<file path="src/common/pss_pkg.sv">
/*
 * Shared constants and types for the pipelined synchronous SRAM port.
 * Assumes a single rising-edge clock domain and a separate storage array.
 */
package pss_pkg;
    localparam int ADDR_W = 15;
    localparam int DATA_W = 36;
    localparam int LANES = 4;
    localparam int LANE_W = 9;
    localparam int CNT_W = 2;
    localparam logic [CNT_W-1:0] CNT_ZERO = 2'h0;
    localparam logic [CNT_W-1:0] CNT_ONE = 2'h1;
    localparam logic [LANES-1:0] LANES_ALL = 4'hF;
    localparam logic [LANES-1:0] LANES_NONE = 4'h0;
    localparam logic [ADDR_W-1:0] ADDR_ZERO = 15'h0000;
    localparam logic [DATA_W-1:0] DATA_ZERO = 36'h0_0000_0000;
    // Strap level that selects the linear order.
    localparam logic ORDER_LINEAR = 1'b0;

    // Selected state of the port.
    typedef enum logic {
        PSS_DESEL,
        PSS_ACTIVE
    } pss_state_t;
endpackage : pss_pkg

</file>
<file path="src/hw/pss_burst_cnt.sv">
/*
 * Two-bit wraparound burst counter with linear and interleaved orders.
 * Assumes load and step are never asked for in the same cycle by the parent.
 */
`timescale 1ns/10ps
module pss_burst_cnt
    import pss_pkg::*;
(
    input wire logic ref_clk,
    input wire logic nrst,
    input wire logic load,
    input wire logic [CNT_W-1:0] start_lo,
    input wire logic step,
    input wire logic interleave,
    output logic [CNT_W-1:0] lo_cur,
    output logic [CNT_W-1:0] lo_adv
);
    logic [CNT_W-1:0] base_q;
    logic [CNT_W-1:0] cnt_q;
    logic [CNT_W-1:0] cnt_nxt;

    // The counter wraps by its width, so a burst returns to its first word.
    assign cnt_nxt = cnt_q + CNT_ONE;

    // Interleaved order XORs the step count; linear order adds it modulo four.
    assign lo_cur = interleave ? (base_q ^ cnt_q) : (base_q + cnt_q);
    assign lo_adv = interleave ? (base_q ^ cnt_nxt) : (base_q + cnt_nxt);

    // A strobe reloads the start bits; an advance steps the count.
    always_ff @(posedge ref_clk) begin
        if (!nrst) begin
            base_q <= CNT_ZERO;
            cnt_q <= CNT_ZERO;
        end else if (load) begin
            base_q <= start_lo;
            cnt_q <= CNT_ZERO;
        end else if (step) begin
            cnt_q <= cnt_nxt;
        end
    end
endmodule : pss_burst_cnt

</file>
<file path="src/hw/pss_port.sv">
/*
 * Control side of a pipelined synchronous burst SRAM port with common data I/O.
 * Assumes an external storage array that answers mem_rdata combinationally from
 * mem_addr_q, and a testbench that resolves the data wire from dq_oe.
 */
// Function
// - Second chip select, active high, sampled.
// - Third select active low; all three select.
// - Output enable low drives, high floats.
// - First read after deselect keeps pins floating.
// - Advance low steps burst address.
// - Processor strobe loads address and counter.
// - Processor strobe ignored while first select high.
// - Controller strobe loads address and counter.
// - Both strobes low: processor strobe wins.
// - Sleep input high idles, contents kept.
// - Input data captured on rising edge.
// - Read data from previous edge's address.
// - Strap low linear, high interleaved.
// - Interleaved: start bits XOR step count.
// - Two-bit counter wraps after four.
// - Write cycle floats data pins always.
// - First chip select active low, sampled.
`timescale 1ns/10ps
module pss_port
    import pss_pkg::*;
(
    input wire logic ref_clk,
    input wire logic nrst,
    input wire logic [ADDR_W-1:0] addr,
    input wire logic chip_sel_first_n,
    input wire logic chip_sel_second,
    input wire logic chip_sel_third_n,
    input wire logic proc_addr_strobe_n,
    input wire logic ctrl_addr_strobe_n,
    input wire logic burst_step_n,
    input wire logic global_write_n,
    input wire logic byte_wr_enable_n,
    input wire logic [LANES-1:0] byte_lane_sel_n,
    input wire logic out_en_n,
    input wire logic sleep_request,
    input wire logic burst_order,
    input wire logic [DATA_W-1:0] dq_in,
    input wire logic [DATA_W-1:0] mem_rdata,
    output logic [DATA_W-1:0] dq_out,
    output logic dq_oe,
    output logic [ADDR_W-1:0] mem_addr,
    output logic mem_rd,
    output logic mem_wr,
    output logic [LANES-1:0] mem_lanes,
    output logic [DATA_W-1:0] mem_wdata
);
    pss_state_t state_q, state_d;
    logic mode_q;
    logic [ADDR_W-1:CNT_W] base_q;
    logic [DATA_W-1:0] dq_out_q;
    logic dq_oe_q, dq_oe_d;
    logic [ADDR_W-1:0] mem_addr_q, mem_addr_d;
    logic mem_rd_q, mem_wr_q;
    logic [LANES-1:0] mem_lanes_q, mem_lanes_d;
    logic [DATA_W-1:0] mem_wdata_q;
    logic [CNT_W-1:0] lo_cur, lo_adv;

    // Select decode and strobe arbitration.
    wire sel_w = !chip_sel_first_n && chip_sel_second && !chip_sel_third_n;
    wire proc_take_w = !proc_addr_strobe_n && !chip_sel_first_n;
    wire ctrl_take_w = !ctrl_addr_strobe_n && !proc_take_w;
    wire strobe_w = proc_take_w || ctrl_take_w;
    wire go_w = strobe_w && sel_w && !sleep_request;
    wire desel_w = strobe_w && !sel_w && !sleep_request;
    wire cont_w = (state_q == PSS_ACTIVE) && !strobe_w && !sleep_request;
    wire adv_w = cont_w && !burst_step_n;
    wire first_w = go_w && (state_q == PSS_DESEL);
    wire interleave_w = (mode_q != ORDER_LINEAR);

    // Write qualification: a global write takes every lane, else the chosen ones.
    wire wr_req_w = !global_write_n || (!byte_wr_enable_n && (byte_lane_sel_n != LANES_ALL));
    // A processor-strobe start ignores the write inputs in its first cycle.
    wire wr_now_w = wr_req_w && ((ctrl_take_w && go_w) || cont_w);
    wire rd_now_w = (go_w || cont_w) && !wr_now_w;

    assign mem_lanes_d = !global_write_n ? LANES_ALL : ~byte_lane_sel_n;
    assign mem_addr_d = go_w ? addr : (adv_w ? {base_q, lo_adv} : {base_q, lo_cur});
    assign state_d = go_w ? PSS_ACTIVE : (desel_w ? PSS_DESEL : state_q);
    // The driver follows the enable only while selected, never on the first
    // cycle out of deselect, never on a write and never asleep.
    assign dq_oe_d = (state_d == PSS_ACTIVE) && !out_en_n && !first_w && !wr_now_w && !sleep_request;

    pss_burst_cnt u_cnt (
        .ref_clk(ref_clk),
        .nrst(nrst),
        .load(go_w),
        .start_lo(addr[CNT_W-1:0]),
        .step(adv_w),
        .interleave(interleave_w),
        .lo_cur(lo_cur),
        .lo_adv(lo_adv)
    );

    // Access state, strap sample and address base; sleep freezes state and base, but the strap is still sampled on every edge.
    always_ff @(posedge ref_clk) begin
        if (!nrst) begin
            state_q <= PSS_DESEL;
            mode_q <= ORDER_LINEAR;
            base_q <= ADDR_ZERO[ADDR_W-1:CNT_W];
        end else begin
            state_q <= state_d;
            mode_q <= burst_order;
            if (go_w) begin
                base_q <= addr[ADDR_W-1:CNT_W];
            end
        end
    end

    // Array command stage; write data is taken from the pins on every edge.
    always_ff @(posedge ref_clk) begin
        if (!nrst) begin
            mem_addr_q <= ADDR_ZERO;
            mem_rd_q <= 1'b0;
            mem_wr_q <= 1'b0;
            mem_lanes_q <= LANES_NONE;
            mem_wdata_q <= DATA_ZERO;
        end else begin
            mem_addr_q <= mem_addr_d;
            mem_rd_q <= rd_now_w;
            mem_wr_q <= wr_now_w;
            mem_lanes_q <= mem_lanes_d;
            mem_wdata_q <= dq_in;
        end
    end

    // Output pipeline stage: one edge after the array address, data reaches the pins.
    always_ff @(posedge ref_clk) begin
        if (!nrst) begin
            dq_out_q <= DATA_ZERO;
            dq_oe_q <= 1'b0;
        end else begin
            if (mem_rd_q) begin
                dq_out_q <= mem_rdata;
            end
            dq_oe_q <= dq_oe_d;
        end
    end

    assign dq_out = dq_out_q;
    assign dq_oe = dq_oe_q;
    assign mem_addr = mem_addr_q;
    assign mem_rd = mem_rd_q;
    assign mem_wr = mem_wr_q;
    assign mem_lanes = mem_lanes_q;
    assign mem_wdata = mem_wdata_q;
endmodule : pss_port

</file>
<file path="config.mk">
export PLATFORM = sky130hd
export DESIGN_NAME = pss_port
export DESIGN_NICKNAME = d
export VERILOG_FILES = /design/src/common/pss_pkg.sv /design/src/hw/pss_burst_cnt.sv /design/src/hw/pss_port.sv
export SDC_FILE = /design/constraint.sdc
export NUM_CORES = 1
export LEC_CHECK = 0
export BUFFER_PORTS_ARGS = -buffer_cell sky130_fd_sc_hd__buf_4
export CORE_MARGIN = 5
export CORE_UTILIZATION = 40
export CTS_CLUSTER_DIAMETER = 80
export CTS_CLUSTER_SIZE = 30
export DETAILED_ROUTE_END_ITERATION = 10
export GPL_ROUTABILITY_DRIVEN = 0
export HOLD_SLACK_MARGIN = 0.1
export PLACE_DENSITY = 0.71
export RECOVER_POWER = 100
export SYNTH_ARGS = -nofsm -noshare
export SYNTH_HDL_FRONTEND = slang
export SYNTH_SLANG_ARGS = --single-unit
</file>
<file path="constraint.sdc">
create_clock -name ref_clk -period 1.26 [get_ports ref_clk]
set_input_delay 0.315 -clock ref_clk [delete_from_list [all_inputs] [get_ports ref_clk]]
set_output_delay 0.315 -clock ref_clk [all_outputs]
set_load 0.05 [all_outputs]
</file>
==> flow_summary.yaml, run 1 <==
critical_path:
  crit_path_start_kind: "input pin"
  crit-reg2reg-launch: "mem_rd"
  worst_path_max_delay_cell: "dlygate4sd3_1"
  r2r.worst_path.cells: 4
  arrival_time_at_the_worst_endpoint_ns: 1.74
  rr_endpoint: "dq_out[9]"
  worstSetupPathType: "in2reg"
  critPathRequiredTime_ns: 1.64
  critPathLaunch: "global_write_n"
  end_kind: "register"
  critPathCapture: "mem_lanes[3]"
  path_max_fanout: 5
  crit_path_cell_trace: "dlygate4sd3_1 > clkbuf_1 > a21boi_1 > dlygate4sd3_1"
  reg2reg_setup_slack_ns: -0.10
  timing.critical_path.slowest_cell_delay_ns: 0.57
  crit_top_cell: "dlygate4sd3_1"
global_route:
  gr-total-overflow: 0
  grt_antenna_before_repair: 0
  globalRouteTotalUtil: 0.242
  grt_first_pass_wirelength_um: 21200
  number_of_global_route_vias_before_repair: 4014
  grt_start_max_net_pins: 48
pwr:
  power-per-cell-area_nw_per_um2: 1200
  vdd_ir_drop_max_uv: 938
  p_leak_nw: 3.31
timing:
  final-setup-viol-count: 128
  rsz0062_at_grt: "true"
  finalCritPeriodShare: 1.08
  worst-slew-pin-transition_ns: 0.351
  hold_violations: 0
  fmax_ghz: 0.734
  worst_slew_margin_rel: 0.766
  timing.final.max_slew_violations: 0
  final_skew_ns: 0.00749
  final.min_clock_period_ns: 1.36
  setup_slack_ns: -0.102
floorplanning:
  rows: 35
  core_footprint_sq_um: 9150
  design.portCount: 198
  dieArea_sq_um: 11400
  die_h_um: 107
  chipWidth_um: 107
  initial_core_util: 0.408
synthesis:
  postSynthRegisterBits: 113
  yosys_warnings: 0
  synth_compound_area_frac: 0.0563
  netlist.area_leader.share: 0.606
  top_cells_by_area_in_the_synthesized_netlist: "dfxtp_1, mux2i_1, and2_1"
  netlist_instances: 335
  total_standard_cell_area_after_synthesis_sq_um: 3730
  synth_area_leader_cell: "dfxtp_1"
  synth-adder-area-share: 0.00670
  syn_nets: 441
  synth_mux_area_frac: 0.0992
  syn_area_per_cell_sq_um: 11.1
  synth_cell_types: 31
  synth_top_family_by_area: "simple AND/OR/NAND/NOR gates"
  yosys.area_share.simple: 0.193
  yosysSeqAreaShare: 0.606
  yosys.area_share.xor_xnor: 0.0141
drt:
  routed_metal_1_wire_length_um: 5000
  drt_initial_violations: 132
  first_pass_iters: 5
  post-route-drc-count: 0
  wl_per_cell_um: 18.3
  dr_total_vias: 3647
  final_antenna_net_count: 0
  dr.max_layer_used: "met4"
  totalWireLength_um: 14300
  met2_wirelength_um: 7850
  detailed_routed_wire_length_on_met3_um: 1060
  detail_route.vias_per_cell: 4.66
cells_and_area:
  n_antenna_cell: 0
  final_cell_mix: "buf_4, dlygate4sd3_1, dfxtp_2, buf_8, nor2b_1"
  fillerInstances: 398
  final_net_count: 764
  multi_input_area_sq_um: 1410
  final_core_area_utilization: 0.860
  ff_latch_area_sq_um: 2380
  instances_no_fill: 782
  mostFrequentLayoutCell: "buf_4"
  area_growth_pct: 111
  drive_above_1_share: 0.545
clock_network:
  cts-root-to-sink-buffers: 2
  tritoncts: "done"
  clk_pin_slew_ns: 0.06
  cts.root.buffer_cell: "clkbuf_8"
  clock_sinks: 113
  clock_insertion_delay_worst_skew_ns: 0.50
  clock_buffers_created_by_tritoncts: 17
  cts-htree-levels: 4
placed_design:
  hpwl_after_dpl_um: 6930
  buffer_ports.inserted: 197
  place.detailed.instances: 641
flow_run:
  timing.max_cap.violations: 0
min_path:
  hold_path_startpoint: "out_en_n"
  min-delay-path-class: "in2reg"
run_status:
  failed_checks: "setup timing"
  outcome: "complete, but fails checks"
-- how the worst min path moves through the flow --
| stage | to | slack [ns] | cells after the start |
|---|---|---|---|
| floorplan | mem_lanes[0] | 0.42 | 1 |
| global placement | mem_addr[11] | 0.44 | 2 |
| detailed placement | base_q[6] | 0.45 | 2 |
| CTS | dq_oe | 0.12 | 3 |
| global route | dq_oe | 0.15 | 3 |
| finish | dq_oe | 0.15 | 3 |
-- where the power goes --
part,internal [W],switching (W),total (W)
clock,0.00249,0.00179,0.00428
sequential,0.00370,0.0000755,0.00377
combinational,0.000758,0.000628,0.00139
-- stage by stage --
step	TNS [ns]	setup slack [ns]	cell area (sq um)	hold slack (ns)	total power, W
after floorplan	-0.0346	-0.0346	3750	0.421	0.00429
final	-4.58	-0.102	7870	0.153	0.00944
after global placement	-4.56	-0.187	5420	0.438	0.00474
after global routing	-11.01	-0.172	7870	0.155	0.00976
after detailed placement	-5.94	-0.246	5420	0.447	0.00475
after CTS	-5.05	-0.0818	7710	0.124	0.00938
-- Yosys cell counts --
library cell and number:
a21boi_0 10, a21boi_1 9, a21oi_1 1, a21oi_2 1, a41o_1 1, and2_1 39
and3_1 2, buf_2 5, buf_4 1, buf_6 1, clkbuf_1 12, dfxtp_1 113
ha_1 2, inv_1 1, mux2i_1 37, nand2_1 38, nand2b_1 1, nand3_1 1
nor2_1 3, nor2b_1 38, nor2b_2 1, nor2b_4 1, nor3_1 1, nor3b_4 1
nor4b_2 1, o21a_1 1, o21ai_0 3, o21ai_1 3, o22ai_1 1, xnor2_1 4
xor2_1 2
-- routing by layer --
layer  vias up  GRT usage
li1       1730          -
met5         -          0
met1      1718      0.245
met3        33     0.0915
met2       166      0.458
met4         0     0.0712
-- cell families after synthesis --
group | after synthesis
AO/OA/AOI/OAI | 30
XOR/XNOR | 6
adder cells (fa/ha/maj) | 2
buffers and inverters | 20
flip-flops | 113
multiplexers | 37
AND/OR/NAND/NOR | 127
-- worst max-delay path, delay by kind of cell --
kind	cells	cell delay, ns
buffers and inverters	3	1.32
AOI/OAI and AO/OA	1	0.11
-- state kept, by name, summed over array words and instances, names as in the netlist --
name          cells
dq_out           36
mem_wdata        36
mem_addr         15
base_q           13
mem_lanes         4
u_cnt.base_q      2
u_cnt.cnt_q       2
dq_oe             1
interleave_w      1
mem_rd            1
mem_wr            1
state_q           1
-- area by class of cell --
| type | count | share of cell area |
|---|---|---|
| Clock buffer | 18 | 0.0544 |
| Multi-Input combinational cell | 202 | 0.179 |
| Timing Repair Buffer | 323 | 0.432 |
| Inverter | 1 | 0.000477 |
| Tap cell | 111 | 0.0176 |
| Sequential cell | 113 | 0.303 |
| Clock inverter | 14 | 0.0137 |
-- timing repair --
item                                   4_1_cts  5_1_grt
hold buffers                                96        0
cloned                                       0        2
gates resized for setup                    265       26
pin swaps                                    1        6
setup buffers                                5        7
setup endpoints to repair                   97      132
endpoints found under the hold margin      103        0
No activity file was read; power rests on OpenSTA's default activity.
==> inputs of run 2 (changes only) <==
--- a/config.mk
+++ b/config.mk
@@ -13,8 +13,9 @@
 export DETAILED_ROUTE_END_ITERATION = 10
 export GPL_ROUTABILITY_DRIVEN = 0
 export HOLD_SLACK_MARGIN = 0.1
-export PLACE_DENSITY = 0.71
+export PLACE_DENSITY = 0.72
 export RECOVER_POWER = 100
 export SYNTH_ARGS = -nofsm -noshare
 export SYNTH_HDL_FRONTEND = slang
+export SYNTH_HIERARCHICAL = 1
 export SYNTH_SLANG_ARGS = --single-unit
==> run 2 against run 1 <==
Net effect: the flow still finishes with violations (setup timing); design area is 0.46% lower; final cell count shrank 1.0%; sequential power about the same; register-to-register slack improved by 0.02 ns; power up 7.2%; largest power group unchanged.
==> flow_summary.yaml, run 2 <==
run_status:
  outcome: "complete, but fails checks"
  failed_checks: "setup timing"
placed_design:
  postPlaceCellArea_sq_um: 5320
  buffer_ports.inserted: 197
  dp_slack_ns: -0.214
  hpwl_after_dpl_um: 7390
  place.detailed.instances: 632
global_route:
  number_of_global_route_vias_before_repair: 4146
  grt_start_max_net_pins: 31
  grt_first_pass_wirelength_um: 21900
  globalRouteTotalUtil: 0.251
  grt_antenna_before_repair: 1
  gr-total-overflow: 0
pwr:
  switching_share: 0.228
  power.share.combinational: 0.131
  seqPwrFrac: 0.372
  design_power_total_w: 0.0101
  p_leak_nw: 3.36
  intPower_w: 0.00780
  p_clk_frac: 0.497
  power.net_switching_w: 0.00231
  power-per-cell-area_nw_per_um2: 1290
  vdd_ir_drop_max_uv: 1070
synthesis:
  synth_cell_types: 33
  netlist.area_leader.share: 0.623
  ys.flop_type: "dfxtp_1"
  synth-async-reset-ratio: 0
  synth-edff-count: 0
  synth_area_leader_cell: "dfxtp_1"
  netlist_instances: 330
  syn_nets: 436
  yosys_warnings: 6
  syn_area_per_cell_sq_um: 11.0
  yosysSeqAreaShare: 0.623
  postSynthRegisterBits: 113
  total_standard_cell_area_after_synthesis_sq_um: 3630
  top_cells_by_area_in_the_synthesized_netlist: "dfxtp_1, mux2i_1, and2_1"
  yosys-top-cells-count: "dfxtp_1, nor2_1, mux2i_1"
  post-synth-top-count-cell: "dfxtp_1"
cells_and_area:
  fillerInstances: 347
  final_net_count: 760
  area_growth_pct: 116
  instances_no_fill: 774
  drive_above_1_share: 0.543
  final_cell_mix: "dlygate4sd3_1, dfxtp_2, buf_4, buf_8, nor2_1"
  final_std_cell_area_no_fill_sq_um: 7840
  mostFrequentLayoutCell: "dlygate4sd3_1"
drt:
  post-route-drc-count: 0
  totalWireLength_um: 14800
  detail_route.vias_per_cell: 4.78
  final_antenna_net_count: 0
  dr_total_vias: 3703
  drt_initial_violations: 119
  first_pass_iters: 5
  wl_per_cell_um: 19.1
clock_network:
  clock_buffers_created_by_tritoncts: 17
  cts.root.buffer_cell: "clkbuf_8"
  cts-root-to-sink-buffers: 2
  clock_sinks: 113
  clock_insertion_delay_worst_skew_ns: 0.51
  clk_pin_slew_ns: 0.06
  tritoncts: "done"
  cts-htree-levels: 4
timing:
  timing.final.max_slew_violations: 0
  worst-slew-pin-transition_ns: 0.426
  hold_slack_final_ns: 0.134
  worst_slew_margin_rel: 0.713
  hold_violations: 0
  rsz0062_at_grt: "true"
  finalCritPeriodShare: 1.07
  final_skew_ns: 0.00487
  final.min_clock_period_ns: 1.34
  fmax_ghz: 0.744
  setup_slack_ns: -0.0834
  final-setup-viol-count: 105
critical_path:
  kind_of_cell_adding_the_most_delay_to_the_critical_path: "flip-flops"
  worstSetupPathType: "reg2out"
  timing.critical_path.slowest_cell_delay_ns: 0.36
  crit_path_cell_trace: "buf_8"
  worst_path_max_delay_cell: "dfxtp_2"
  end_kind: "primary output"
  critPathRequiredTime_ns: 0.94
  crit_path_start_kind: "register"
  arrival_time_at_the_worst_endpoint_ns: 1.03
  path_max_fanout: 2
  path_buf_inv: 1
floorplanning:
  core_footprint_sq_um: 8760
  chipWidth_um: 105
  die_h_um: 105
  rows: 34
  dieArea_sq_um: 11100
  design.portCount: 198
  initial_core_util: 0.414
min_path:
  min-delay-path-class: "in2reg"
flow_run:
  timing.max_cap.violations: 0
==> run 2: kinds of logic after synthesis <==
family | after synthesis | synth area share
multiplexers | 38 | 0.105
AND/OR/NAND/NOR | 116 | 0.161
AO/OA/AOI/OAI | 36 | 0.0607
flip-flops | 113 | 0.623
adder cells (fa/ha/maj) | 2 | 0.00690
XOR/XNOR | 4 | 0.0155
buffers and inverters | 21 | 0.0279
==> run 2: path summary, 6_finish.rpt <==
| check | startpoint | endpoint | slack, ns | cells after the start |
|---|---|---|---|---|
| max reg2reg | mem_rd | dq_out[35] | -0.08 | 4 |
| min | nrst | mem_addr[0] | 0.13 | 3 |
| min reg2reg | base_q[11] | mem_addr[11] | 0.45 | 2 |
| max | dq_out[16] | dq_out[16] | -0.08 | 1 |
==> run 2: through the flow <==
stage          setup TNS, ns   util
2_1_floorplan        -0.0176      -
3_3_place_gp           -4.46  0.607
3_5_place_dp           -5.76  0.607
4_1_cts                -5.84  0.879
5_1_grt                -8.48  0.894
6_report               -4.89  0.894
==> run 2: cell type report <==
| class | count | area (sq um) | area share |
|---|---|---|---|
| tap | 108 | 135 | 0.0172 |
| antenna | 1 | 2.50 | 0.000319 |
| inverter | 4 | 15.0 | 0.00192 |
| clock inverter | 10 | 156 | 0.0200 |
| sequential | 113 | 2390 | 0.305 |
| timing repair buffer | 322 | 3380 | 0.431 |
| clock buffer | 20 | 467 | 0.0596 |
| multi-input combinational | 196 | 1290 | 0.165 |
==> run 2: worst min-delay path: cells and delay by family <==
family          cells  cell delay (ns)
buf+inv             1             0.16
compound gates      2             0.12
==> run 2: per-layer routing <==
metal | vias up | global-route usage | routed length, um | part of all wire
met5 | - | 0 | 0 | 0
met4 | 0 | 0.0941 | 299 | 0.020
met3 | 28 | 0.0892 | 1350 | 0.091
met2 | 192 | 0.452 | 7800 | 0.53
met1 | 1754 | 0.269 | 5300 | 0.36
li1 | 1729 | - | - | -
==> run 2: power groups by stage <==
stage          combinational (W)  sequential [W]  clock [W]
2_1_floorplan           0.000147         0.00409          0
3_3_place_gp            0.000911         0.00378          0
3_5_place_dp            0.000922         0.00378          0
4_1_cts                  0.00128         0.00375    0.00507
5_1_grt                  0.00139         0.00376    0.00524
6_report                 0.00133         0.00376    0.00503
==> run 2: repair_timing <==
| action | 4_1_cts | 5_1_grt |
|---|---|---|
| setup endpoints to repair | 98 | 113 |
| hold buffers | 98 | 0 |
| resized for setup | 263 | 27 |
| endpoints found under the hold margin | 108 | 0 |
| setup buffers | 4 | 9 |
| pin swaps | 0 | 5 |
